## config.mk

```make
export PLATFORM = sky130hd
export DESIGN_NAME = reset_cause_flags
export DESIGN_NICKNAME = d
export VERILOG_FILES = /design/src/reset_cause_flag_cell.v /design/src/reset_cause_flags.v
export VERILOG_INCLUDE_DIRS = /design/src
export SDC_FILE = /design/constraint.sdc
export NUM_CORES = 1
export LEC_CHECK = 0
export BUFFER_PORTS_ARGS = -buffer_cell sky130_fd_sc_hd__buf_2
export CAP_MARGIN = 20
export CORE_MARGIN = 10
export CORE_UTILIZATION = 48
export CTS_CLUSTER_SIZE = 20
export DETAILED_ROUTE_END_ITERATION = 7
export PLACE_DENSITY_LB_ADDON = 0.08
export SKIP_LAST_GASP = 1
export SYNTH_ARGS = -nofsm -noshare
export SYNTH_HDL_FRONTEND = slang
export SYNTH_SLANG_ARGS = --single-unit
```

## constraint.sdc

```tcl
create_clock -name clk -period 0.8 [get_ports clk]
set_input_delay 0.08 -clock clk [delete_from_list [all_inputs] [get_ports clk]]
set_output_delay 0.08 -clock clk [all_outputs]
set_load 0.02 [all_outputs]
```

## src/reset_cause_defines.vh

```
// Register offsets, field positions, reset values and event bits of the reset-cause block.
// Assumes inclusion by bare name; definitions only.
`ifndef RESET_CAUSE_DEFINES_VH
`define RESET_CAUSE_DEFINES_VH

`define RC_ADDR_W            8
`define RC_DATA_W            8
// Register offsets
`define RC_OFF_STATUS        8'h8e
`define RC_OFF_EVENT         8'h90
`define RC_OFF_MASK          8'h91
`define RC_OFF_CONFIG        8'h92
// Field positions in the cause register
`define RC_POWERON_BIT       1
`define RC_BROWNOUT_BIT      0
`define RC_FLAG_MASK         8'h03
// Event status bits
`define RC_EV_POWERON        0
`define RC_EV_BROWNOUT       1
`define RC_EV_WATCHDOG       2
`define RC_EV_EXTPIN         3
`define RC_EV_W              4
// Config field: brown-out detect enable at bit 0
`define RC_CFG_BOD_BIT       0
// Reset values
`define RC_MASK_RESET        4'h0
`define RC_CFG_RESET         1'b1
`define RC_BROWNOUT_POR      1'b1

`endif

```

## src/reset_cause_flag_cell.v

```verilog
// One reset-cause flag: cleared by its own reset source, set or cleared by software.
// Assumes the cause pulses are synchronous one-cycle strobes on clk.
`timescale 1ns/1ps
module reset_cause_flag_cell #(
	parameter RESET_VAL = 1'b0
) (
	input  wire clk,
	input  wire rst_n,
	input  wire cause,
	input  wire wr_en,
	input  wire wr_val,
	output reg  flag
);

	always @(posedge clk or negedge rst_n) begin
		if (!rst_n) begin
			flag <= RESET_VAL;
		end else if (cause) begin
			// Hardware cause wins over a simultaneous software write
			flag <= 1'b0;
		end else if (wr_en) begin
			flag <= wr_val;
		end
	end

endmodule

```

## src/reset_cause_flags.v

```verilog
// Reset-cause status register with event interrupt and plain register port.
// Assumes cause inputs are one-cycle pulses synchronous to clk, raised by the reset controller
// as the matching reset ends; rst_n is the power-on reset of this block.
//
// Implementation choice: strobed register access.
`timescale 1ns/1ps
`include "reset_cause_defines.vh"

// Summary of operation
// [RULE_01] Cause register lets software tell power-on, brown-out, watchdog and pin resets.
// [RULE_02] Bit 1 power-on flag: cleared by power-on reset, writable by software.
// [RULE_03] Bit 0 brown-out flag: cleared by brown-out reset, writable by software.
// [RULE_04] Brown-out flag undefined after power-on; software sets it, checks later.
// [RULE_05] With brown-out detect disabled the brown-out flag carries no meaning.
// [RULE_06] Bits 7 to 2 read zero and ignore writes.
// [RULE_07] Watchdog and pin resets leave both flags unchanged.
module reset_cause_flags (
	input  wire       clk,
	input  wire       rst_n,
	input  wire       poweron_event,
	input  wire       brownout_event,
	input  wire       watchdog_event,
	input  wire       external_reset_pin,
	input  wire [7:0] addr,
	input  wire [7:0] wdata,
	input  wire       wr,
	input  wire       rd,
	output reg  [7:0] rdata,
	output reg        irq,
	output reg        brownout_detect_enable
);

	// ----------------------------------------
	// Reset release
	// ----------------------------------------
	reg rst_meta;
	reg rst_sync_n;

	always @(posedge clk or negedge rst_n) begin
		if (!rst_n) begin
			rst_meta   <= 1'b0;
			rst_sync_n <= 1'b0;
		end else begin
			rst_meta   <= 1'b1;
			rst_sync_n <= rst_meta;
		end
	end

	// ----------------------------------------
	// Decode
	// ----------------------------------------
	function hit;
		input [7:0] a;
		input [7:0] off;
		begin
			hit = (a == off);
		end
	endfunction

	wire wr_status = wr && hit(addr, `RC_OFF_STATUS);
	wire wr_event  = wr && hit(addr, `RC_OFF_EVENT);
	wire wr_mask   = wr && hit(addr, `RC_OFF_MASK);
	wire wr_config = wr && hit(addr, `RC_OFF_CONFIG);

	// ----------------------------------------
	// Cause flags
	// ----------------------------------------
	wire poweron_flag;
	wire brownout_flag;

	// [RULE_02] power-on clears flag
	reset_cause_flag_cell #(
		.RESET_VAL (1'b0)
	) u_poweron (
		.clk    (clk),
		.rst_n  (rst_sync_n),
		.cause  (poweron_event),
		.wr_en  (wr_status),
		.wr_val (wdata[`RC_POWERON_BIT]),
		.flag   (poweron_flag)
	);

	// [RULE_03] brown-out clears flag
	// [RULE_04] loads RC_BROWNOUT_POR (1) after power-on
	// [RULE_05] ignores detect enable
	reset_cause_flag_cell #(
		.RESET_VAL (`RC_BROWNOUT_POR)
	) u_brownout (
		.clk    (clk),
		.rst_n  (rst_sync_n),
		.cause  (brownout_event),
		.wr_en  (wr_status),
		.wr_val (wdata[`RC_BROWNOUT_BIT]),
		.flag   (brownout_flag)
	);

	// [RULE_07] no flag path for watchdog or pin
	// The watchdog and pin causes feed only the event register below.

	// ----------------------------------------
	// Event inputs
	// ----------------------------------------
	reg [3:0] ev_in;
	reg [3:0] ev_clear;

	// Gather the four causes at their event bit positions
	always @* begin
		ev_in                  = 4'h0;
		ev_in[`RC_EV_POWERON]  = poweron_event;
		ev_in[`RC_EV_BROWNOUT] = brownout_event;
		ev_in[`RC_EV_WATCHDOG] = watchdog_event;
		ev_in[`RC_EV_EXTPIN]   = external_reset_pin;
	end

	// Bits written as one clear their event; zeros leave it alone
	always @* begin
		ev_clear = 4'h0;
		if (wr_event) begin
			ev_clear = wdata[3:0];
		end
	end

	// ----------------------------------------
	// Event status
	// ----------------------------------------
	reg [3:0] event_status;
	reg [3:0] next_event_status;

	// [RULE_01] sticky cause events
	// A cause arriving in the same cycle as its clear survives it
	always @* begin
		next_event_status = (event_status & ~ev_clear) | ev_in;
	end

	always @(posedge clk or negedge rst_sync_n) begin
		if (!rst_sync_n) begin
			event_status <= 4'h0;
		end else begin
			event_status <= next_event_status;
		end
	end

	// ----------------------------------------
	// Event mask
	// ----------------------------------------
	reg [3:0] event_mask;
	reg [3:0] next_event_mask;

	always @* begin
		next_event_mask = event_mask;
		if (wr_mask) begin
			next_event_mask = wdata[3:0];
		end
	end

	always @(posedge clk or negedge rst_sync_n) begin
		if (!rst_sync_n) begin
			event_mask <= `RC_MASK_RESET;
		end else begin
			event_mask <= next_event_mask;
		end
	end

	// ----------------------------------------
	// Configuration
	// ----------------------------------------
	reg next_detect_enable;

	// [RULE_05] enable reported only
	always @* begin
		next_detect_enable = brownout_detect_enable;
		if (wr_config) begin
			next_detect_enable = wdata[`RC_CFG_BOD_BIT];
		end
	end

	always @(posedge clk or negedge rst_sync_n) begin
		if (!rst_sync_n) begin
			brownout_detect_enable <= `RC_CFG_RESET;
		end else begin
			brownout_detect_enable <= next_detect_enable;
		end
	end

	// ----------------------------------------
	// Interrupt
	// ----------------------------------------
	reg next_irq;

	// Built from the values the registers take at this edge, so a mask write or a clear
	// shows on irq in the same cycle as in the registers themselves
	always @* begin
		next_irq = |(next_event_status & next_event_mask);
	end

	always @(posedge clk or negedge rst_sync_n) begin
		if (!rst_sync_n) begin
			irq <= 1'b0;
		end else begin
			irq <= next_irq;
		end
	end

	// ----------------------------------------
	// Read port
	// ----------------------------------------
	reg [7:0] status_word;
	reg [7:0] next_rdata;

	// [RULE_06] upper bits read zero
	always @* begin
		status_word                   = 8'h00;
		status_word[`RC_POWERON_BIT]  = poweron_flag;
		status_word[`RC_BROWNOUT_BIT] = brownout_flag;
	end

	// Unmapped addresses read as zero
	always @* begin
		next_rdata = 8'h00;
		case (addr)
			`RC_OFF_STATUS: next_rdata = status_word & `RC_FLAG_MASK;
			`RC_OFF_EVENT:  next_rdata = {4'h0, event_status};
			`RC_OFF_MASK:   next_rdata = {4'h0, event_mask};
			`RC_OFF_CONFIG: next_rdata = {7'h00, brownout_detect_enable};
			default:        next_rdata = 8'h00;
		endcase
	end

	// Read data stand for the one cycle after the strobe and are zero otherwise
	always @(posedge clk or negedge rst_sync_n) begin
		if (!rst_sync_n) begin
			rdata <= 8'h00;
		end else if (rd) begin
			rdata <= next_rdata;
		end else begin
			rdata <= 8'h00;
		end
	end

endmodule

```

==> impl_metrics.py, run 1 <==
metrics = {
    "clock_tree": {
        "cts_root_buffer": "clkbuf_4",
        "numCtsBuffers": 3,
        "h-tree-depth": 1,
        "clk_pin_slew_worst_paths_ns": 0.10,
        "cts_num_sinks": 18,
        "cts_tree": "built",
        "clock_path_buffers": 2,
        "clock_latency_ns": 0.29,
    },
    "layout": {
        "ff_latch_area_um2": 453,
        "fin_nets": 171,
        "fillerInstances": 115,
        "drive_gt1_share_pct": 58.9,
        "area_growth_pct": 67.4,
        "diodes": 0,
        "multi_input_area_um2": 552,
        "finalNonFillerCells": 173,
    },
    "timing": {
        "whs_ns": -0.0284,
        "period_share_pct": 140,
        "setup_slack_ns": -0.317,
        "max_freq_mhz": 895,
        "hold_viol_final": 1,
        "rsz0062_at_grt": "yes",
        "period_needed_ns": 1.12,
        "timing.final.setup_violations": 21,
        "final_max_slew_viol_count": 0,
        "fin_worst_skew_ns": 0.00275,
    },
    "yosys": {
        "netlist_instances": 90,
        "ys_types": 33,
        "syn_area_per_cell_um2": 10.6,
        "syn-cell-area_um2": 955,
        "synth_warnings": 0,
        "yosysSeqAreaShare_pct": 47.4,
        "synth_seq_cells": 18,
    },
    "global_route": {
        "track_usage_pct": 13.9,
        "grt_antenna_before_repair": 0,
        "grt_pass1_wl_um": 4700,
        "grt_max_degree": 17,
        "grt_pass1_vias": 984,
        "grt_overflow": 0,
    },
    "floorplan": {
        "rows": 16,
        "io_pins": 34,
        "die_area_um2": 4170,
        "core_area_um2": 1920,
        "die_h_um": 64.6,
        "die_x_um": 64.6,
        "start_util_pct": 49.7,
    },
    "min_path": {
        "worstHoldPathType": "in2reg",
        "min_path_cells": 3,
    },
    "setup_path": {
        "r2r_setup_slack_ns": -0.20,
        "slowest_stage": "dfstp_2",
        "startpoint_type": "register",
        "critPathKind": "reg2out",
        "worstRegToRegCells": 4,
        "critPathArrivalTime_ns": 1.04,
        "slowest_delay_ns": 0.55,
        "end_kind": "primary output",
        "path_common_cell": "buf_6",
        "cp.required_ns": 0.72,
        "crit_fanout": 2,
        "path_cells": "buf_6, buf_6",
    },
    "detailed_routing": {
        "wl_per_cell_um": 16.5,
        "first_pass_iters": 4,
        "drc": 0,
        "ant_nets": 0,
        "vias": 886,
        "wirelength_um": 2860,
        "viasPerCell": 5.12,
        "drt_first_iter_violations": 41,
    },
    "place": {
        "dpl.hpwl_um": 1790,
        "dp_cells": 153,
        "portBuffers": 25,
        "gp_congestion": 0.824,
    },
    "status": {
        "violations": "negative hold slack, negative setup slack",
        "status": "finished, violations left",
    },
    "flow_run": {
        "maxCapViolations": 0,
    },
    "power": {
        "power.density_nw_per_um2": 1190,
        "ir_worst_vdd_mv": 1.19,
        "p_leak_nw": 0.717,
    },
}
==> cells in the final DEF, fill, tap and decap left out, types with 4 or more instances in the layout <==
cell,netlist,final
or2_1,6,6
inv_2,0,4
buf_6,1,20
dfrtp_1,16,16
buf_4,6,17
inv_1,8,4
conb_1,2,5
nand2_1,4,4
dlygate4sd3_1,0,5
buf_2,1,14
==> cell type report <==
| type | instances | area share [%] |
|---|---|---|
| Clock buffer | 4 | 2.27 |
| Inverter | 8 | 1.88 |
| Multi-Input combinational cell | 59 | 34.5 |
| Sequential cell | 18 | 28.3 |
| Tap cell | 27 | 2.11 |
| Timing Repair Buffer | 57 | 30.9 |
==> power by group <==
part	total, mW	internal, mW	switching, mW	leakage, nW
Clock	0.549	0.278	0.272	0.0210
Combinational	0.410	0.219	0.192	0.497
Sequential	0.948	0.935	0.0134	0.199
Total	1.91	1.43	0.477	0.717
==> Yosys cell counts <==
cell type | instances | area share [%]
a31oi_1 | 3 | 2.0
or2_1 | 6 | 3.9
dfrtp_1 | 16 | 42
and4bb_1 | 1 | 1.3
or3_1 | 1 | 0.66
buf_6 | 1 | 1.2
nand2_1 | 4 | 1.6
buf_4 | 6 | 4.7
o22ai_1 | 3 | 2.0
and4b_1 | 1 | 1.0
nor4bb_1 | 1 | 1.0
nand3_1 | 2 | 1.0
nand3_2 | 1 | 1.0
buf_2 | 1 | 0.52
mux2i_1 | 5 | 5.2
dfstp_2 | 2 | 5.5
o2111ai_1 | 1 | 0.92
and4_1 | 3 | 2.8
nand2b_1 | 1 | 0.66
nor3b_4 | 1 | 2.0
inv_1 | 8 | 3.1
o21ai_0 | 1 | 0.52
a41oi_1 | 3 | 2.8
and3_1 | 2 | 1.3
mux2_1 | 1 | 1.2
a21boi_1 | 2 | 1.6
a21oi_1 | 3 | 1.6
nand3b_1 | 1 | 0.79
nand4_1 | 2 | 1.3
nor4b_1 | 2 | 1.8
conb_1 | 2 | 0.79
nor2_1 | 2 | 0.79
nor2b_4 | 1 | 1.4
==> final timing paths <==
kind | startpoint | to
worst max-delay path | brownout_detect_enable$_DFFE_PN1P_ | brownout_detect_enable
worst min-delay path | watchdog_event | event_status[2]$_DFF_PN0_
worst max register to register | event_status[3]$_DFF_PN0_ | irq$_DFF_PN0_
worst min register to register | rst_sync_n$_DFF_PN0_ | u_poweron.flag$_DFFE_PN0P_
max in group asynchronous | rst_sync_n$_DFF_PN0_ | u_brownout.flag$_DFFE_PN1P_
min in group asynchronous | rst_n | rst_meta$_DFF_PN0_
==> sequential cells by signal, indices dropped and copies added, names as in the netlist <==
signal,count
irq,1
event_mask,4
rst_meta,1
brownout_detect_enable,1
u_brownout.flag,1
u_poweron.flag,1
rst_sync_n,1
rdata,4
event_status,4
==> worst max-delay path, delay by kind of cell (launching register included) <==
family / cells / cell delay, ns
buffers and inverters: 2 / 0.19
flip-flops: 1 / 0.55
==> kinds of logic (layout without fill, tap and decap cells) <==
| group | Yosys count | after routing | share of synthesized area, % |
|---|---|---|---|
| multiplexers | 6 | 6 | 6.42 |
| AND/OR/NAND/NOR | 32 | 32 | 24.5 |
| buffers and inverters | 16 | 69 | 9.57 |
| other | 2 | 5 | 0.787 |
| AO/OA/AOI/OAI | 16 | 16 | 11.3 |
| flip-flops | 18 | 18 | 47.4 |
==> through the flow <==
stage / worst slack, ns / total power, mW / TNS (ns) / util, % / area (µm²)
global route: -0.364 / 1.99 / -2.86 / 83.1 / 1600
finish: -0.317 / 1.91 / -2.05 / 83.1 / 1600
global placement: -0.435 / 1.24 / -5.15 / 63.2 / 1210
CTS: -0.324 / 1.89 / -1.80 / 81.0 / 1560
detailed placement: -0.483 / 1.25 / -5.34 / 63.2 / 1210
floorplan: -0.211 / 1.12 / -1.96 / - / 992
==> metal layers <==
metal	part of all wire, %	track usage [%]	vias up	wire length, µm
met3	4.5	4.81	2	129
met4	0.32	4.01	0	9
met1	42	15.7	435	1200
li1	-	-	430	-
met2	53	24.0	19	1510
met5	0	0	-	0
==> what timing repair did <==
item / 4_1_cts / 5_1_grt
gates resized for setup: 38 / 16
pin swaps: 15 / 12
hold endpoints to repair: 6 / 2
buffers inserted: 9 / 2
setup endpoints to repair: 21 / 22
gates cloned: 2 / 0
hold buffers: 4 / 1
No activity file was read; power rests on OpenSTA's default activity.
==> run 2: changes to the inputs <==
--- a/config.mk
+++ b/config.mk
@@ -10,9 +10,10 @@
 export CAP_MARGIN = 20
 export CORE_MARGIN = 10
 export CORE_UTILIZATION = 48
-export CTS_CLUSTER_SIZE = 20
+export CTS_CLUSTER_SIZE = 28
 export DETAILED_ROUTE_END_ITERATION = 7
 export PLACE_DENSITY_LB_ADDON = 0.08
+export RECOVER_POWER = 100
 export SKIP_LAST_GASP = 1
 export SYNTH_ARGS = -nofsm -noshare
 export SYNTH_HDL_FRONTEND = slang
==> impl_metrics.py, run 2 (synthesis results as in run 1) <==
metrics = {
    "status": {
        "status": "finished, violations left",
        "violations": "negative hold slack, negative setup slack",
    },
    "timing": {
        "max_freq_mhz": 895,
        "rsz0062_at_grt": "yes",
        "period_share_pct": 140,
        "whs_ns": -0.0283,
        "final_max_slew_viol_count": 0,
        "period_needed_ns": 1.12,
        "setup_slack_ns": -0.317,
        "hold_viol_final": 1,
        "timing.final.setup_violations": 21,
        "fin_worst_skew_ns": 0.00275,
    },
    "power": {
        "power.density_nw_per_um2": 1200,
        "ir_worst_vdd_mv": 1.19,
        "p_leak_nw": 0.714,
    },
    "layout": {
        "mostFrequentLayoutCell": "buf_6",
        "fin_nets": 171,
        "drive_gt1_share_pct": 58.2,
        "final_core_util_pct": 82.9,
        "top_regs": "event_mask: 4 flops, event_status: 4 flops, rdata: 4 flops",
        "fillerInstances": 117,
        "diodes": 0,
        "final_cell_mix": "buf_6 (20), dfrtp_1 (16), buf_4 (16)",
        "area_growth_pct": 67.0,
    },
    "detailed_routing": {
        "vias": 884,
        "viasPerCell": 5.11,
        "wirelength_um": 2860,
        "first_pass_iters": 4,
        "ant_nets": 0,
        "top_layer_used": "met4",
        "wl_met3_um": 129,
        "route.met2.wl_um": 1510,
        "wl_met1_um": 1210,
        "drt_first_iter_violations": 41,
        "wl_per_cell_um": 16.5,
        "drc": 0,
    },
    "clock_tree": {
        "clock_path_buffers": 2,
        "cts_tree": "built",
        "clk_pin_slew_worst_paths_ns": 0.10,
        "cts_num_sinks": 18,
        "clock_latency_ns": 0.29,
        "cts_root_buffer": "clkbuf_4",
        "numCtsBuffers": 3,
        "h-tree-depth": 1,
    },
    "flow_run": {
        "maxCapViolations": 0,
    },
    "global_route": {
        "grt_antenna_before_repair": 0,
        "grt_pass1_vias": 984,
        "grt_overflow": 0,
        "grt_pass1_wl_um": 4700,
        "grt_max_degree": 17,
        "track_usage_pct": 13.9,
    },
    "setup_path": {
        "critPathKind": "reg2out",
        "end_kind": "primary output",
        "crit_fanout": 2,
        "startpoint_type": "register",
        "cp.required_ns": 0.72,
        "critPathArrivalTime_ns": 1.04,
    },
    "place": {
        "dpl.hpwl_um": 1790,
        "portBuffers": 25,
        "gp_congestion": 0.824,
        "dp_slack_ns": -0.483,
    },
    "floorplan": {
        "rows": 16,
        "core_area_um2": 1920,
        "start_util_pct": 49.7,
        "die_area_um2": 4170,
        "die_h_um": 64.6,
        "io_pins": 34,
        "die_x_um": 64.6,
    },
    "min_path": {
        "worstHoldPathType": "in2reg",
    },
}
## run 2: cell types whose count changed in the layout (fill, tap and decap cells not counted), sizes merged
| cell | change |
|---|---|
| buf | -2 |
| clkbuf | +2 |
## run 2: power breakdown
| part | switching (mW) | internal, mW |
|---|---|---|
| Clock | 0.272 | 0.278 |
| Sequential | 0.0134 | 0.935 |
| Combinational | 0.192 | 0.216 |
| Total | 0.477 | 1.43 |
## run 2: critical path, stage by stage, from the launching register on
cell and delay [ns]:
dfstp_2 0.55, buf_6 0.09, buf_6 0.10
## run 2: path summary, 6_finish.rpt
path / end / slack, ns / depth (start not counted) / from
min in group asynchronous: rst_meta$_DFF_PN0_ / 0.09 / 2 / rst_n
hold / removal: event_status[2]$_DFF_PN0_ / -0.03 / 3 / watchdog_event
max in group asynchronous: u_brownout.flag$_DFFE_PN1P_ / 0.22 / 1 / rst_sync_n$_DFF_PN0_
setup / recovery: brownout_detect_enable / -0.32 / 2 / brownout_detect_enable$_DFFE_PN1P_
setup reg to reg: irq$_DFF_PN0_ / -0.20 / 4 / event_status[3]$_DFF_PN0_
hold reg to reg: u_poweron.flag$_DFFE_PN0P_ / 0.26 / 1 / rst_sync_n$_DFF_PN0_
## run 2: cell type report
| class | count | area (µm²) | area share [%] |
|---|---|---|---|
| clock buffer | 4 | 36.3 | 2.28 |
| inverter | 8 | 30.0 | 1.88 |
| timing repair buffer | 57 | 489 | 30.7 |
| multi-input combinational | 59 | 552 | 34.6 |
| tap | 27 | 33.8 | 2.12 |
| sequential | 18 | 453 | 28.4 |
## run 2: stage by stage
step                TNS, ns  hold WS (ns)  instance area (µm²)  total power [mW]  cells
finish                -2.05       -0.0283                 1590              1.91    173
CTS                   -1.80       -0.0399                 1560              1.89    172
detailed placement    -5.34        -0.134                 1210              1.25    153
global placement      -5.15        -0.136                 1210              1.24    153
global route          -2.86       -0.0204                 1590              1.99    173
floorplan             -1.96        -0.216                  992              1.12     93
## run 2: per-layer routing
layer	track usage [%]	vias up
met4	4.01	0
met2	24.0	19
met1	15.7	433
met3	4.81	2
met5	0	-
li1	-	430
## run 2: what timing repair did
action | 4_1_cts | 5_1_grt
setup endpoints to repair | 21 | 22
cloned | 2 | 0
setup buffers | 9 | 2
pin swaps | 15 | 12
resized for setup | 38 | 16
hold buffers | 4 | 1
endpoints found under the hold margin | 6 | 2
